`src/design/rtm_pkg.sv`:
```
// constants shared by the reload timer host controller
// assumes a device register port with 8-bit data and 3-bit register index
package rtm_pkg;

  // device register index
  localparam logic [2:0] DEV_TCTRL  = 3'h0;
  localparam logic [2:0] DEV_OSCTRL = 3'h1;
  localparam logic [2:0] DEV_PRE    = 3'h2;
  localparam logic [2:0] DEV_SEC    = 3'h3;
  localparam logic [2:0] DEV_PRI    = 3'h4;
  localparam logic [2:0] DEV_MODE   = 3'h5;

  // timer control fields
  localparam int TC_START = 0;
  localparam int TC_STOP  = 2;
  // one-shot control fields
  localparam int OS_START = 0;
  localparam int OS_STOP  = 1;

  // device reload values after reset or force stop
  localparam logic [7:0] PRE_RESET = 8'hFF;
  localparam logic [7:0] PRI_RESET = 8'hFF;

  // least write spacing, in count-source ticks or underflows
  localparam logic [1:0] GAP_MIN = 2'h3;

  // timer modes
  localparam logic [1:0] MODE_TIMER = 2'h0;
  localparam logic [1:0] MODE_WAVE  = 2'h1;
  localparam logic [1:0] MODE_OS    = 2'h2;
  localparam logic [1:0] MODE_WAIT  = 2'h3;

  // host commands
  localparam logic [2:0] CMD_LOAD    = 3'h1;
  localparam logic [2:0] CMD_MODE    = 3'h2;
  localparam logic [2:0] CMD_START   = 3'h3;
  localparam logic [2:0] CMD_STOP    = 3'h4;
  localparam logic [2:0] CMD_OSSTART = 3'h5;
  localparam logic [2:0] CMD_OSSTOP  = 3'h6;
  localparam logic [2:0] CMD_TRIG    = 3'h7;

  // host register byte offsets
  localparam logic [7:0] A_CMD  = 8'h00;
  localparam logic [7:0] A_PRE  = 8'h04;
  localparam logic [7:0] A_PRI  = 8'h08;
  localparam logic [7:0] A_SEC  = 8'h0C;
  localparam logic [7:0] A_MODE = 8'h10;
  localparam logic [7:0] A_STAT = 8'h14;

  // status fields
  localparam int ST_BUSY  = 0;
  localparam int ST_REFUS = 1;
  localparam int ST_PIN   = 2;
  localparam int ST_COUNT = 3;

  // default trigger pulse length in clocks
  localparam int TRIG_CYCLES = 2;

endpackage

```
`src/design/rtm_host.sv`:
```
// host controller for an 8-bit prescaler / 8-bit reload timer
// assumes device ticks and pin levels are synchronous to clock
//
// Implementation choices: the register offsets and the AHB-Lite interface to the registers.
`timescale 1ns/1ps
`default_nettype none

module rtm_host #(
  parameter int TRIG_CYCLES = rtm_pkg::TRIG_CYCLES
) (
  // clock and reset
  input  wire logic        clock,
  input  wire logic        nrst,
  // ahb-lite slave
  input  wire logic        hsel,
  input  wire logic [31:0] haddr,
  input  wire logic [1:0]  htrans,
  input  wire logic        hwrite,
  input  wire logic [2:0]  hsize,
  input  wire logic [31:0] hwdata,
  input  wire logic        hready,
  output logic             hreadyout,
  output logic [31:0]      hrdata,
  output logic             hresp,
  // device register port
  output logic             devWrite,
  output logic [2:0]       devAddr,
  output logic [7:0]       devWdata,
  // device timing and pins
  input  wire logic        countTick,
  input  wire logic        underflowTick,
  input  wire logic        waveformPin,
  output logic             triggerPin
);

  if (TRIG_CYCLES < 1 || TRIG_CYCLES > 15)
  begin : g_chk
    $error("TRIG_CYCLES out of range");
  end

  typedef enum logic [2:0] {
    S_IDLE, S_LWAIT, S_WSEC, S_WPRI, S_FRESH, S_TRIG
  } rtm_state_type;

  rtm_state_type state;
  logic [7:0]    preVal;
  logic [7:0]    priVal;
  logic [7:0]    secVal;
  logic [1:0]    modeVal;
  logic          refused;
  logic          counting;
  logic          pinPrev;
  logic [1:0]    preGap;
  logic [1:0]    priGap;
  logic          priFresh;
  logic          isTrig;
  logic [3:0]    trigCnt;
  logic          busWr;
  logic          rdPend;
  logic [7:0]    busAddr;
  logic          cmdTake;
  logic          cmdRefuse;
  logic          primStart;
  logic          waveSync;
  logic [7:0]    preShadow;
  logic          edgeSeen;
  logic [1:0]    priPerCycle;
  logic [3:0]    trigHigh;

  function automatic logic isDevWr(input logic w, input logic [2:0] a,
                                   input logic [2:0] r);
    return w && (a == r);
  endfunction

  // ahb address phase capture; reads take one wait state
  always_ff @(posedge clock)
  begin
    if (!nrst)
    begin
      busWr   <= 1'b0;
      rdPend  <= 1'b0;
      busAddr <= 8'h00;
    end
    else
    begin
      busWr  <= 1'b0;
      rdPend <= 1'b0;
      if (hsel && htrans[1] && hready)
      begin
        busWr   <= hwrite;
        rdPend  <= !hwrite;
        busAddr <= haddr[7:0];
      end
    end
  end

  assign hreadyout = !rdPend;
  assign hresp     = 1'b0;

  // read data, registered during the wait state
  always_ff @(posedge clock)
  begin
    if (!nrst)
      hrdata <= 32'h0000_0000;
    else if (rdPend)
    begin
      hrdata <= 32'h0000_0000;
      unique case (busAddr)
        rtm_pkg::A_PRE:  hrdata[7:0] <= preVal;
        rtm_pkg::A_PRI:  hrdata[7:0] <= priVal;
        rtm_pkg::A_SEC:  hrdata[7:0] <= secVal;
        rtm_pkg::A_MODE: hrdata[1:0] <= modeVal;
        rtm_pkg::A_STAT:
        begin
          hrdata[rtm_pkg::ST_BUSY]  <= (state != S_IDLE);
          hrdata[rtm_pkg::ST_REFUS] <= refused;
          hrdata[rtm_pkg::ST_PIN]   <= waveformPin;
          hrdata[rtm_pkg::ST_COUNT] <= counting;
        end
        default: hrdata <= 32'h0000_0000;
      endcase
    end
  end

  // value registers written by software
  always_ff @(posedge clock)
  begin
    if (!nrst)
    begin
      preVal  <= rtm_pkg::PRE_RESET;
      priVal  <= rtm_pkg::PRI_RESET;
      secVal  <= 8'h00;
      modeVal <= rtm_pkg::MODE_TIMER;
    end
    else if (busWr)
    begin
      if (busAddr == rtm_pkg::A_PRE)
        preVal <= hwdata[7:0];
      if (busAddr == rtm_pkg::A_PRI)
        priVal <= hwdata[7:0];
      if (busAddr == rtm_pkg::A_SEC)
        secVal <= hwdata[7:0];
      if (busAddr == rtm_pkg::A_MODE)
        modeVal <= hwdata[1:0];
    end
  end

  assign cmdTake = busWr && (busAddr == rtm_pkg::A_CMD)
                   && (hwdata[2:0] != 3'h0);
  // zero reload pair in one-shot modes is refused, as is a busy command
  assign cmdRefuse = cmdTake && ((state != S_IDLE)
    || (hwdata[2:0] == rtm_pkg::CMD_LOAD && modeVal[1]
        && preVal == 8'h00 && priVal == 8'h00));

  // sticky refusal flag, write one to clear, set wins
  always_ff @(posedge clock)
  begin
    if (!nrst)
      refused <= 1'b0;
    else if (cmdRefuse)
      refused <= 1'b1;
    else if (busWr && busAddr == rtm_pkg::A_STAT
             && hwdata[rtm_pkg::ST_REFUS])
      refused <= 1'b0;
  end

  // primary period start seen as a rising output level
  always_ff @(posedge clock)
  begin
    if (!nrst)
      pinPrev <= 1'b0;
    else
      pinPrev <= waveformPin;
  end

  assign primStart = waveformPin && !pinPrev;
  assign waveSync  = counting && (modeVal == rtm_pkg::MODE_WAVE);

  // spacing counters since the last reload writes
  always_ff @(posedge clock)
  begin
    if (!nrst)
    begin
      preGap   <= rtm_pkg::GAP_MIN;
      priGap   <= rtm_pkg::GAP_MIN;
      priFresh <= 1'b0;
    end
    else
    begin
      if (isDevWr(devWrite, devAddr, rtm_pkg::DEV_PRE))
        preGap <= 2'h0;
      else if (countTick && preGap != rtm_pkg::GAP_MIN)
        preGap <= preGap + 2'h1;
      if (isDevWr(devWrite, devAddr, rtm_pkg::DEV_PRI))
        priGap <= 2'h0;
      else if (underflowTick && priGap != rtm_pkg::GAP_MIN)
        priGap <= priGap + 2'h1;
      if (isDevWr(devWrite, devAddr, rtm_pkg::DEV_PRI))
        priFresh <= 1'b1;
      else if (countTick)
        priFresh <= 1'b0;
    end
  end

  // command sequencer and device register port
  always_ff @(posedge clock)
  begin
    if (!nrst)
    begin
      state      <= S_IDLE;
      devWrite   <= 1'b0;
      devAddr    <= 3'h0;
      devWdata   <= 8'h00;
      counting   <= 1'b0;
      isTrig     <= 1'b0;
      trigCnt    <= 4'h0;
      triggerPin <= 1'b0;
    end
    else
    begin
      devWrite <= 1'b0;
      unique case (state)
        S_IDLE:
          if (cmdTake && !cmdRefuse)
          begin
            unique case (hwdata[2:0])
              rtm_pkg::CMD_LOAD: state <= S_LWAIT;
              rtm_pkg::CMD_MODE:
              begin
                devWrite <= 1'b1;
                devAddr  <= rtm_pkg::DEV_MODE;
                devWdata <= {6'h00, modeVal};
              end
              rtm_pkg::CMD_START:
              begin
                devWrite <= 1'b1;
                devAddr  <= rtm_pkg::DEV_TCTRL;
                devWdata <= 8'h01 << rtm_pkg::TC_START;
                counting <= 1'b1;
              end
              rtm_pkg::CMD_STOP:
              begin
                devWrite <= 1'b1;
                devAddr  <= rtm_pkg::DEV_TCTRL;
                devWdata <= 8'h01 << rtm_pkg::TC_STOP;
                counting <= 1'b0;
              end
              rtm_pkg::CMD_OSSTOP:
              begin
                devWrite <= 1'b1;
                devAddr  <= rtm_pkg::DEV_OSCTRL;
                devWdata <= 8'h01 << rtm_pkg::OS_STOP;
              end
              rtm_pkg::CMD_OSSTART:
              begin
                isTrig <= 1'b0;
                state  <= S_FRESH;
              end
              default:
              begin
                isTrig <= 1'b1;
                state  <= S_FRESH;
              end
            endcase
          end
        // wait for spacing while counting (a stopped timer never
        // underflows), and in waveform mode for a primary start
        S_LWAIT:
          if ((!counting || (preGap == rtm_pkg::GAP_MIN
                             && priGap == rtm_pkg::GAP_MIN))
              && (!waveSync || primStart))
          begin
            devWrite <= 1'b1;
            devAddr  <= rtm_pkg::DEV_PRE;
            devWdata <= preVal;
            state    <= S_WSEC;
          end
        S_WSEC:
        begin
          devWrite <= 1'b1;
          devAddr  <= rtm_pkg::DEV_SEC;
          devWdata <= secVal;
          state    <= S_WPRI;
        end
        S_WPRI:
        begin
          devWrite <= 1'b1;
          devAddr  <= rtm_pkg::DEV_PRI;
          devWdata <= priVal;
          state    <= S_IDLE;
        end
        // hold one-shot starts until a tick after the primary write
        S_FRESH:
          if (!priFresh)
          begin
            if (isTrig)
            begin
              triggerPin <= 1'b1;
              trigCnt    <= 4'(TRIG_CYCLES - 1);
              state      <= S_TRIG;
            end
            else
            begin
              devWrite <= 1'b1;
              devAddr  <= rtm_pkg::DEV_OSCTRL;
              devWdata <= 8'h01 << rtm_pkg::OS_START;
              state    <= S_IDLE;
            end
          end
        S_TRIG:
          if (trigCnt == 4'h0)
          begin
            triggerPin <= 1'b0;
            state      <= S_IDLE;
          end
          else
            trigCnt <= trigCnt - 4'h1;
        default: state <= S_IDLE;
      endcase
    end
  end

  // checking aid: device prescaler value and per-cycle update count
  always_ff @(posedge clock)
  begin
    if (!nrst)
    begin
      preShadow   <= rtm_pkg::PRE_RESET;
      edgeSeen    <= 1'b0;
      priPerCycle <= 2'h0;
    end
    else
    begin
      if (isDevWr(devWrite, devAddr, rtm_pkg::DEV_PRE))
        preShadow <= devWdata;
      else if (isDevWr(devWrite, devAddr, rtm_pkg::DEV_TCTRL)
               && devWdata[rtm_pkg::TC_STOP])
        preShadow <= rtm_pkg::PRE_RESET;
      if (primStart)
        edgeSeen <= 1'b1;
      else if (isDevWr(devWrite, devAddr, rtm_pkg::DEV_PRI))
        edgeSeen <= 1'b0;
      if (primStart)
        priPerCycle <= 2'h0;
      else if (isDevWr(devWrite, devAddr, rtm_pkg::DEV_PRI)
               && priPerCycle != 2'h3)
        priPerCycle <= priPerCycle + 2'h1;
    end
  end

  // checking aid: length of the current trigger pulse, saturating
  always_ff @(posedge clock)
  begin
    if (!nrst || !triggerPin)
      trigHigh <= 4'h0;
    else if (trigHigh != 4'hF)
      trigHigh <= trigHigh + 4'h1;
  end
endmodule // rtm_host

`default_nettype wire

```
`config.mk`:
```
export PLATFORM = sky130hd
export DESIGN_NAME = rtm_host
export DESIGN_NICKNAME = d
export VERILOG_FILES = /design/src/design/rtm_pkg.sv /design/src/design/rtm_host.sv
export SDC_FILE = /design/constraint.sdc
export NUM_CORES = 1
export LEC_CHECK = 0
export BUFFER_PORTS_ARGS = -buffer_cell sky130_fd_sc_hd__buf_2
export CORE_AREA = 8 8 96 98
export CTS_CLUSTER_SIZE = 40
export DETAILED_ROUTE_END_ITERATION = 8
export DIE_AREA = 0 0 104 106
export HOLD_SLACK_MARGIN = 0.15
export PLACE_DENSITY = 0.84
export SLEW_MARGIN = 20
export SYNTH_ARGS = -nofsm -noshare
export SYNTH_HDL_FRONTEND = slang
export SYNTH_SLANG_ARGS = --single-unit
```
`constraint.sdc`:
```
create_clock -name clock -period 2.7 [get_ports clock]
set_input_delay 0.135 -clock clock [delete_from_list [all_inputs] [get_ports clock]]
set_output_delay 0.135 -clock clock [all_outputs]
set_load 0.005 [all_outputs]
```
**Word level (Yosys, flattened, before mapping)**

Index checks and enable logic that the tools add are counted.

- Register bits after elaboration: 73
- Bits of input ports: 77
- Output and inout port bits: 47
- Word-level logic and storage cells: 161

- Add/subtract/negate cells: 3
- Equal/unequal tests: 33
- Muxes and demuxes: 45
- Bitwise logic cells: 1
- Reductions and logical operators: 58

Operator list:

| kind | number |
|---|---|
| $pmux W8 S5 | 1 |
| $mux W8 | 4 |
| $pmux W8 S4 | 1 |
| $pmux W3 S5 | 2 |
| $logic_not A8 Y1 | 3 |
| $mux W3 | 8 |
| $ne A2 B2 Y1 const B | 10 |
| $logic_and A1 B1 Y1 | 19 |
| $eq A3 B3 Y1 const B | 6 |
| $eq A8 B4 Y1 const B | 2 |
| $eq A8 B5 Y1 const B | 2 |
| $eq A3 B2 Y1 const B | 5 |
| $mux W1 | 12 |
| $mux W4 | 3 |
| $pmux W4 S3 | 1 |
| $reduce_and A6 Y1 | 2 |
| $reduce_bool A2 Y1 | 6 |
| $pmux W2 S5 | 1 |
| $reduce_and A2 Y1 | 5 |
| $pmux W3 S3 | 1 |
| $eq A8 B3 Y1 const B | 1 |
| $mux W2 | 4 |
| $pmux W2 S4 | 1 |
| $pmux W4 S2 | 1 |
| other kinds (23) | 39 |

**Longest topological paths before layout**

- Depth after elaboration: 10
- Mapped depth: 8
- Mapped depth without buffers: 8

**Worst setup path after synthesis**

OpenSTA, ideal clock, no wires.

- Path kind: register to register
- From: reg busAddr[7]
- To: reg devWdata[0]
- Library setup time: 0.124 ns
- Arrival: 1.781 ns
- Required time: 2.576 ns
- Path slack: 0.796 ns
- Stages on the path, launching flop included: 8
- Buffers on the path: 1
- Period minus slack after synthesis: 1.904 ns
- Cell sequence: dfxtp_1 > nor3_4 > nor4b_4 > o2111ai_2 > o21ai_2 > o2111ai_4 > buf_6 > mux2i_1

- Cells in the longest elaborated chain, start to end: 8

Ends and longest elaborated chain:

| element | line | RTL |
|---|---|---|
| from (decl) | rtm_host.sv:60 | `logic [7:0] busAddr;` |
| from (signal assigned) | rtm_host.sv:92 | `busAddr <= haddr[7:0];` |
| $logic_not A8 Y1 * | rtm_host.sv:148 | `assign cmdTake = busWr && (busAddr == rtm_pkg::A_CMD)` |
| $logic_and A1 B1 Y1 * | rtm_host.sv:148 |  |
| $logic_and A1 B1 Y1 * | rtm_host.sv:149 | `&& (hwdata[2:0] != 3'h0);` |
| $logic_and A1 B1 Y1 | rtm_host.sv:151 | `assign cmdRefuse = cmdTake && ((state != S_IDLE)` |
| $logic_not A1 Y1 | rtm_host.sv:224 | `if (cmdTake && !cmdRefuse)` |
| $logic_and A1 B1 Y1 * | rtm_host.sv:224 |  |
| $ne A2 B2 Y1 (no source line) * | - |  |
| $reduce_and A6 Y1 (no source line) * | - |  |
| to (signal assigned) | rtm_host.sv:232 | `devWdata <= {6'h00, modeVal};` |
| to (signal assigned) | rtm_host.sv:238 | `devWdata <= 8'h01 << rtm_pkg::TC_START;` |
| to (signal assigned) | rtm_host.sv:245 | `devWdata <= 8'h01 << rtm_pkg::TC_STOP;` |
| to (decl) | rtm_host.sv:28 | `output logic [7:0] devWdata,` |

Every way passes the cells marked *; elsewhere a longest branch is shown, timed or not.
A chain may end at the register's enable or synchronous reset.

**Worst setup path in the final report**

- From: reg busAddr[7]
- To: reg devWdata[5]

The elaborated chain is that of the path after synthesis.

==> results.rst <==
.. list-table::
   :header-rows: 1

   * - Metric
     - Value
   * - CP top delay family
     - compound AO/OA/AOI/OAI gates
   * - Initial antenna violation count
     - 0
   * - Arrival @ worst endpoint
     - 2.50 ns
   * - Reg clk slew, reported paths
     - 0.07 ns
   * - Remaining global-route overflow
     - 0
   * - Number of instances in the synthesized netlist
     - 458
   * - Basic-gate share of the synthesized area counting and, or, nand and nor cells
     - 22.7%
   * - Number of nets with antenna violations after routing
     - 0
   * - MaxCap Viol Count
     - 0
   * - Worst-case register-to-register setup slack
     - 0.42 ns
   * - CP Class
     - reg2reg
   * - Async set-or-reset flop fraction in the synthesized netlist
     - 0%
   * - Dominant cell type by area after synthesis
     - sky130_fd_sc_hd__dfxtp_1
   * - Type of the worst min-delay path
     - in2reg
   * - Final routed DRC violation total
     - 0
   * - Number of clock buffers inserted by TritonCTS
     - 9
   * - Number of pins exceeding their max-slew limit in the final report
     - 0
   * - Total count of hold-check failures in the final report
     - 0
   * - Fraction of synthesized area in multiplexers
     - 10.9%
   * - Finished Core Util
     - 56.3%
   * - Number of non-filler instances in the completed layout
     - 623
   * - Flop and latch count out of synthesis
     - 73
   * - Worst reg-to-reg path cell count
     - 6
   * - Number of setup violations in the final report
     - 0
   * - Wire length per cell after detailed routing
     - 15.6 µm
   * - Adder and majority gate portion of the synthesized area
     - 1.31%
   * - Clk_lat worst skew
     - 0.35 ns
   * - Cell Area, Synth
     - 3810 µm²
   * - Global routing usage summed across all routing layers
     - 17.6%
   * - Buffer cell driving the clock tree root
     - sky130_fd_sc_hd__clkbuf_8
   * - Outcome
     - finished clean
   * - Multi-input gate area in the final layout
     - 2100 µm²
   * - Area of all sequential standard cells
     - 1460 µm²
   * - Nets
     - 595
   * - Origin of the critical flop-to-flop path
     - busAddr[7]
   * - Final Worst Setup Slack
     - 0.417 ns
   * - Die outline height
     - 106 µm
   * - Floorplan die width
     - 104 µm
   * - Power density over cell area
     - 494 nW/µm²
   * - Setup slack at placement
     - 0.413 ns
   * - Ordered list of cells on the worst path
     - nor3_4 -> nor4b_4 -> o2111ai_2 -> o21ai_2 -> o2111ai_4 -> mux2i_1
   * - Endpoint type of the worst setup path
     - register
   * - Via count normalized by instance count
     - 5.55
   * - Prevailing post-synth register cell
     - sky130_fd_sc_hd__dfxtp_1
   * - Final estimated routing congestion in global placement
     - 0.867
   * - Cell leakage power
     - 1.80 nW
   * - Number of instances on the worst hold path
     - 3
   * - Area growth syn-to-layout
     - 15.8%
   * - Maximum clock insertion buffer count
     - 2
   * - Cells taking the most area after synthesis
     - sky130_fd_sc_hd__dfxtp_1 38%, sky130_fd_sc_hd__nand2_1 7.9%, sky130_fd_sc_hd__mux2i_1 7.6%
   * - Via count of the first global-routing pass
     - 3,426
   * - Die ar.
     - 11,000 µm²
   * - CTS H-tree depth
     - 3
   * - Number of sinks handled by clock tree synthesis
     - 73
   * - Maximum operating frequency
     - 438 MHz
   * - Setup Total Neg Slack
     - 0 ns
   * - Slew of the pin with the lowest slew margin
     - 0.699 ns
   * - Setup repair after global routing missed its margin
     - no
   * - Start point of the worst min-delay path
     - htrans[1]
   * - Critical register-to-register path endpoint
     - devWdata[5]
   * - # Post-CTS Setup Buffers
     - 0
   * - Length of the first detailed-routing pass in iterations
     - 5
   * - Drt first-iter violations
     - 261
   * - Total instance count after detailed placement
     - 589
   * - Fraction of the cycle the final worst path needs
     - 84.5%
   * - I/O pins
     - 124
   * - Most frequently used cell type in the post-synthesis netlist
     - sky130_fd_sc_hd__nand2_1
   * - Critical path startpoint category
     - register
   * - Count of hold-fix buffers inserted at cts
     - 19
   * - Number of distinct library cells after synthesis
     - 54
   * - Fraction of layout instances using a drive strength above 1
     - 17.4%
   * - Total number of placement rows
     - 33
   * - Number of filler cells placed in the layout
     - 710
   * - Starting Density
     - 48.6%
   * - Buffers plus inverters on the worst setup path
     - 0
   * - Worst EP required
     - 2.92 ns
   * - Total of buffers placed on input and output ports
     - 46
   * - CP max-delay cell
     - sky130_fd_sc_hd__nor4b_4
   * - Placed wire-length estimate after detailed placement
     - 6820 µm
   * - Largest family of logic cells by synthesized area
     - simple AND/OR/NAND/NOR gates
   * - Count of warnings emitted by yosys
     - 0
   * - Synth Area in Compound Gates
     - 16.5%
   * - XOR/XNOR share of the synthesized area
     - 1.38%
   * - Antenna fix cells
     - 0
   * - Post-synth EDFFs
     - 0
   * - Placeable core region
     - 7850 µm²
   * - Worst-case hold path end point
     - rdPend
   * - Largest stage delay, worst path
     - 0.43 ns
   * - Peak supply drop
     - 227 µV
   * - Maximum number of pins on one net before global-route repair
     - 44
   * - Worst slew margin relative to its limit
     - 53.4%
   * - Share of the synthesized area in the top cell type
     - 38.3%
   * - Highest net fanout along the worst path
     - 13
   * - Count of vias placed by the detailed router
     - 3,457
   * - Global-route wire length before repair
     - 16,200 µm
   * - Most frequent cells after synthesis
     - 80 x sky130_fd_sc_hd__nand2_1, 73 x sky130_fd_sc_hd__dfxtp_1, 30 x sky130_fd_sc_hd__a21oi_1
   * - # resized after CTS
     - 0
   * - Clock skew after layout
     - 0.00714 ns
   * - Time the final worst path needs with I/O delays and setup
     - 2.28 ns
   * - TritonCTS clock tree
     - done
   * - Avg Cell Area, Syn
     - 8.32 µm²
   * - Total Wirelength
     - 9700 µm
   * - Part of the Yosys area used for sequential elements
     - 38.3%
-- metal layers --
layer  GRT usage [%]  share of wire, %  up-vias
met5               0                 0        -
met4            10.3               3.1        0
met3            3.51               7.2       25
met2            29.1                48      156
met1            20.9                42     1613
li1                -                 -     1663
-- placed cells by master, fill, tap and decap left out, types with 5 or more instances in the layout --
cell                             n
sky130_fd_sc_hd__a21oi_1        30
sky130_fd_sc_hd__a22o_1         11
sky130_fd_sc_hd__a22oi_1         7
sky130_fd_sc_hd__buf_2          46
sky130_fd_sc_hd__buf_4           9
sky130_fd_sc_hd__clkbuf_8       11
sky130_fd_sc_hd__conb_1         25
sky130_fd_sc_hd__dfxtp_1        73
sky130_fd_sc_hd__dlygate4sd3_1  19
sky130_fd_sc_hd__inv_1           9
sky130_fd_sc_hd__mux2_2         11
sky130_fd_sc_hd__mux2i_1        29
sky130_fd_sc_hd__nand2_1        80
sky130_fd_sc_hd__nand2b_1        7
sky130_fd_sc_hd__nand3_1        25
sky130_fd_sc_hd__nor2_1         22
sky130_fd_sc_hd__nor2b_1         9
sky130_fd_sc_hd__nor4_1          5
sky130_fd_sc_hd__o21ai_0        25
sky130_fd_sc_hd__xnor2_1         6
-- kinds of logic (layout without fill, tap and decap cells) --
group | Yosys count | after routing
buffers and inverters | 62 | 98
other | 1 | 25
XOR/XNOR | 6 | 6
adder cells (fa/ha/maj) | 4 | 4
AND/OR/NAND/NOR | 177 | 177
multiplexers | 40 | 40
flip-flops | 73 | 73
AO/OA/AOI/OAI | 95 | 95
-- sequential cells by signal, summed over array words and instances, names as in the netlist --
signal and cells:
busAddr 8, devWdata 8, hrdata 8, preVal 8, priVal 8, secVal 8, trigCnt 4, devAddr 3
state 3, modeVal 2, preGap 2, priGap 2, busWr 1, counting 1, devWrite 1, isTrig 1
pinPrev 1, priFresh 1, rdPend 1, refused 1, triggerPin 1
-- cell type report --
type,instances,share of cell area (%)
Clock inverter,3,0.907
Inverter,9,0.765
Multi-Input combinational cell,347,47.7
Sequential cell,73,33.1
Timing Repair Buffer,74,11.1
Tap cell,105,2.98
Clock buffer,12,3.51
-- through the flow --
stage	total power [mW]	cell area, µm²	hold WS (ns)
finish	2.18	4410	0.249
global placement	1.31	4030	0.323
CTS	2.19	4410	0.256
global route	2.27	4410	0.303
floorplan	1.28	3900	0.212
detailed placement	1.32	4030	0.335
-- worst max-delay path by stage --
stage                          start          end  slack [ns]  depth (start not counted)
after CTS                 busAddr[7]  devWdata[5]        0.40                          6
after global routing      busAddr[7]  devWdata[5]        0.25                          6
final                     busAddr[7]  devWdata[5]        0.42                          6
after global placement    busAddr[7]  devWdata[4]        0.47                          6
after floorplan           busAddr[7]  devWdata[0]        0.80                          7
after detailed placement  busAddr[7]  devWdata[5]        0.41                          6
-- worst reg2reg max path, cell delays in order, from the launching register on --
cell and delay (ns):
sky130_fd_sc_hd__dfxtp_1 0.34, sky130_fd_sc_hd__nor3_4 0.34, sky130_fd_sc_hd__nor4b_4 0.43, sky130_fd_sc_hd__o2111ai_2 0.23, sky130_fd_sc_hd__o21ai_2 0.27, sky130_fd_sc_hd__o2111ai_4 0.32
sky130_fd_sc_hd__mux2i_1 0.22
-- power breakdown --
group	switching [mW]	leakage [nW]	internal (mW)
logic	0.115	1.11	0.0930
registers	0.0180	0.590	1.09
clock network	0.392	0.102	0.469
total	0.525	1.80	1.66
Power figures use the tool's default switching activity.
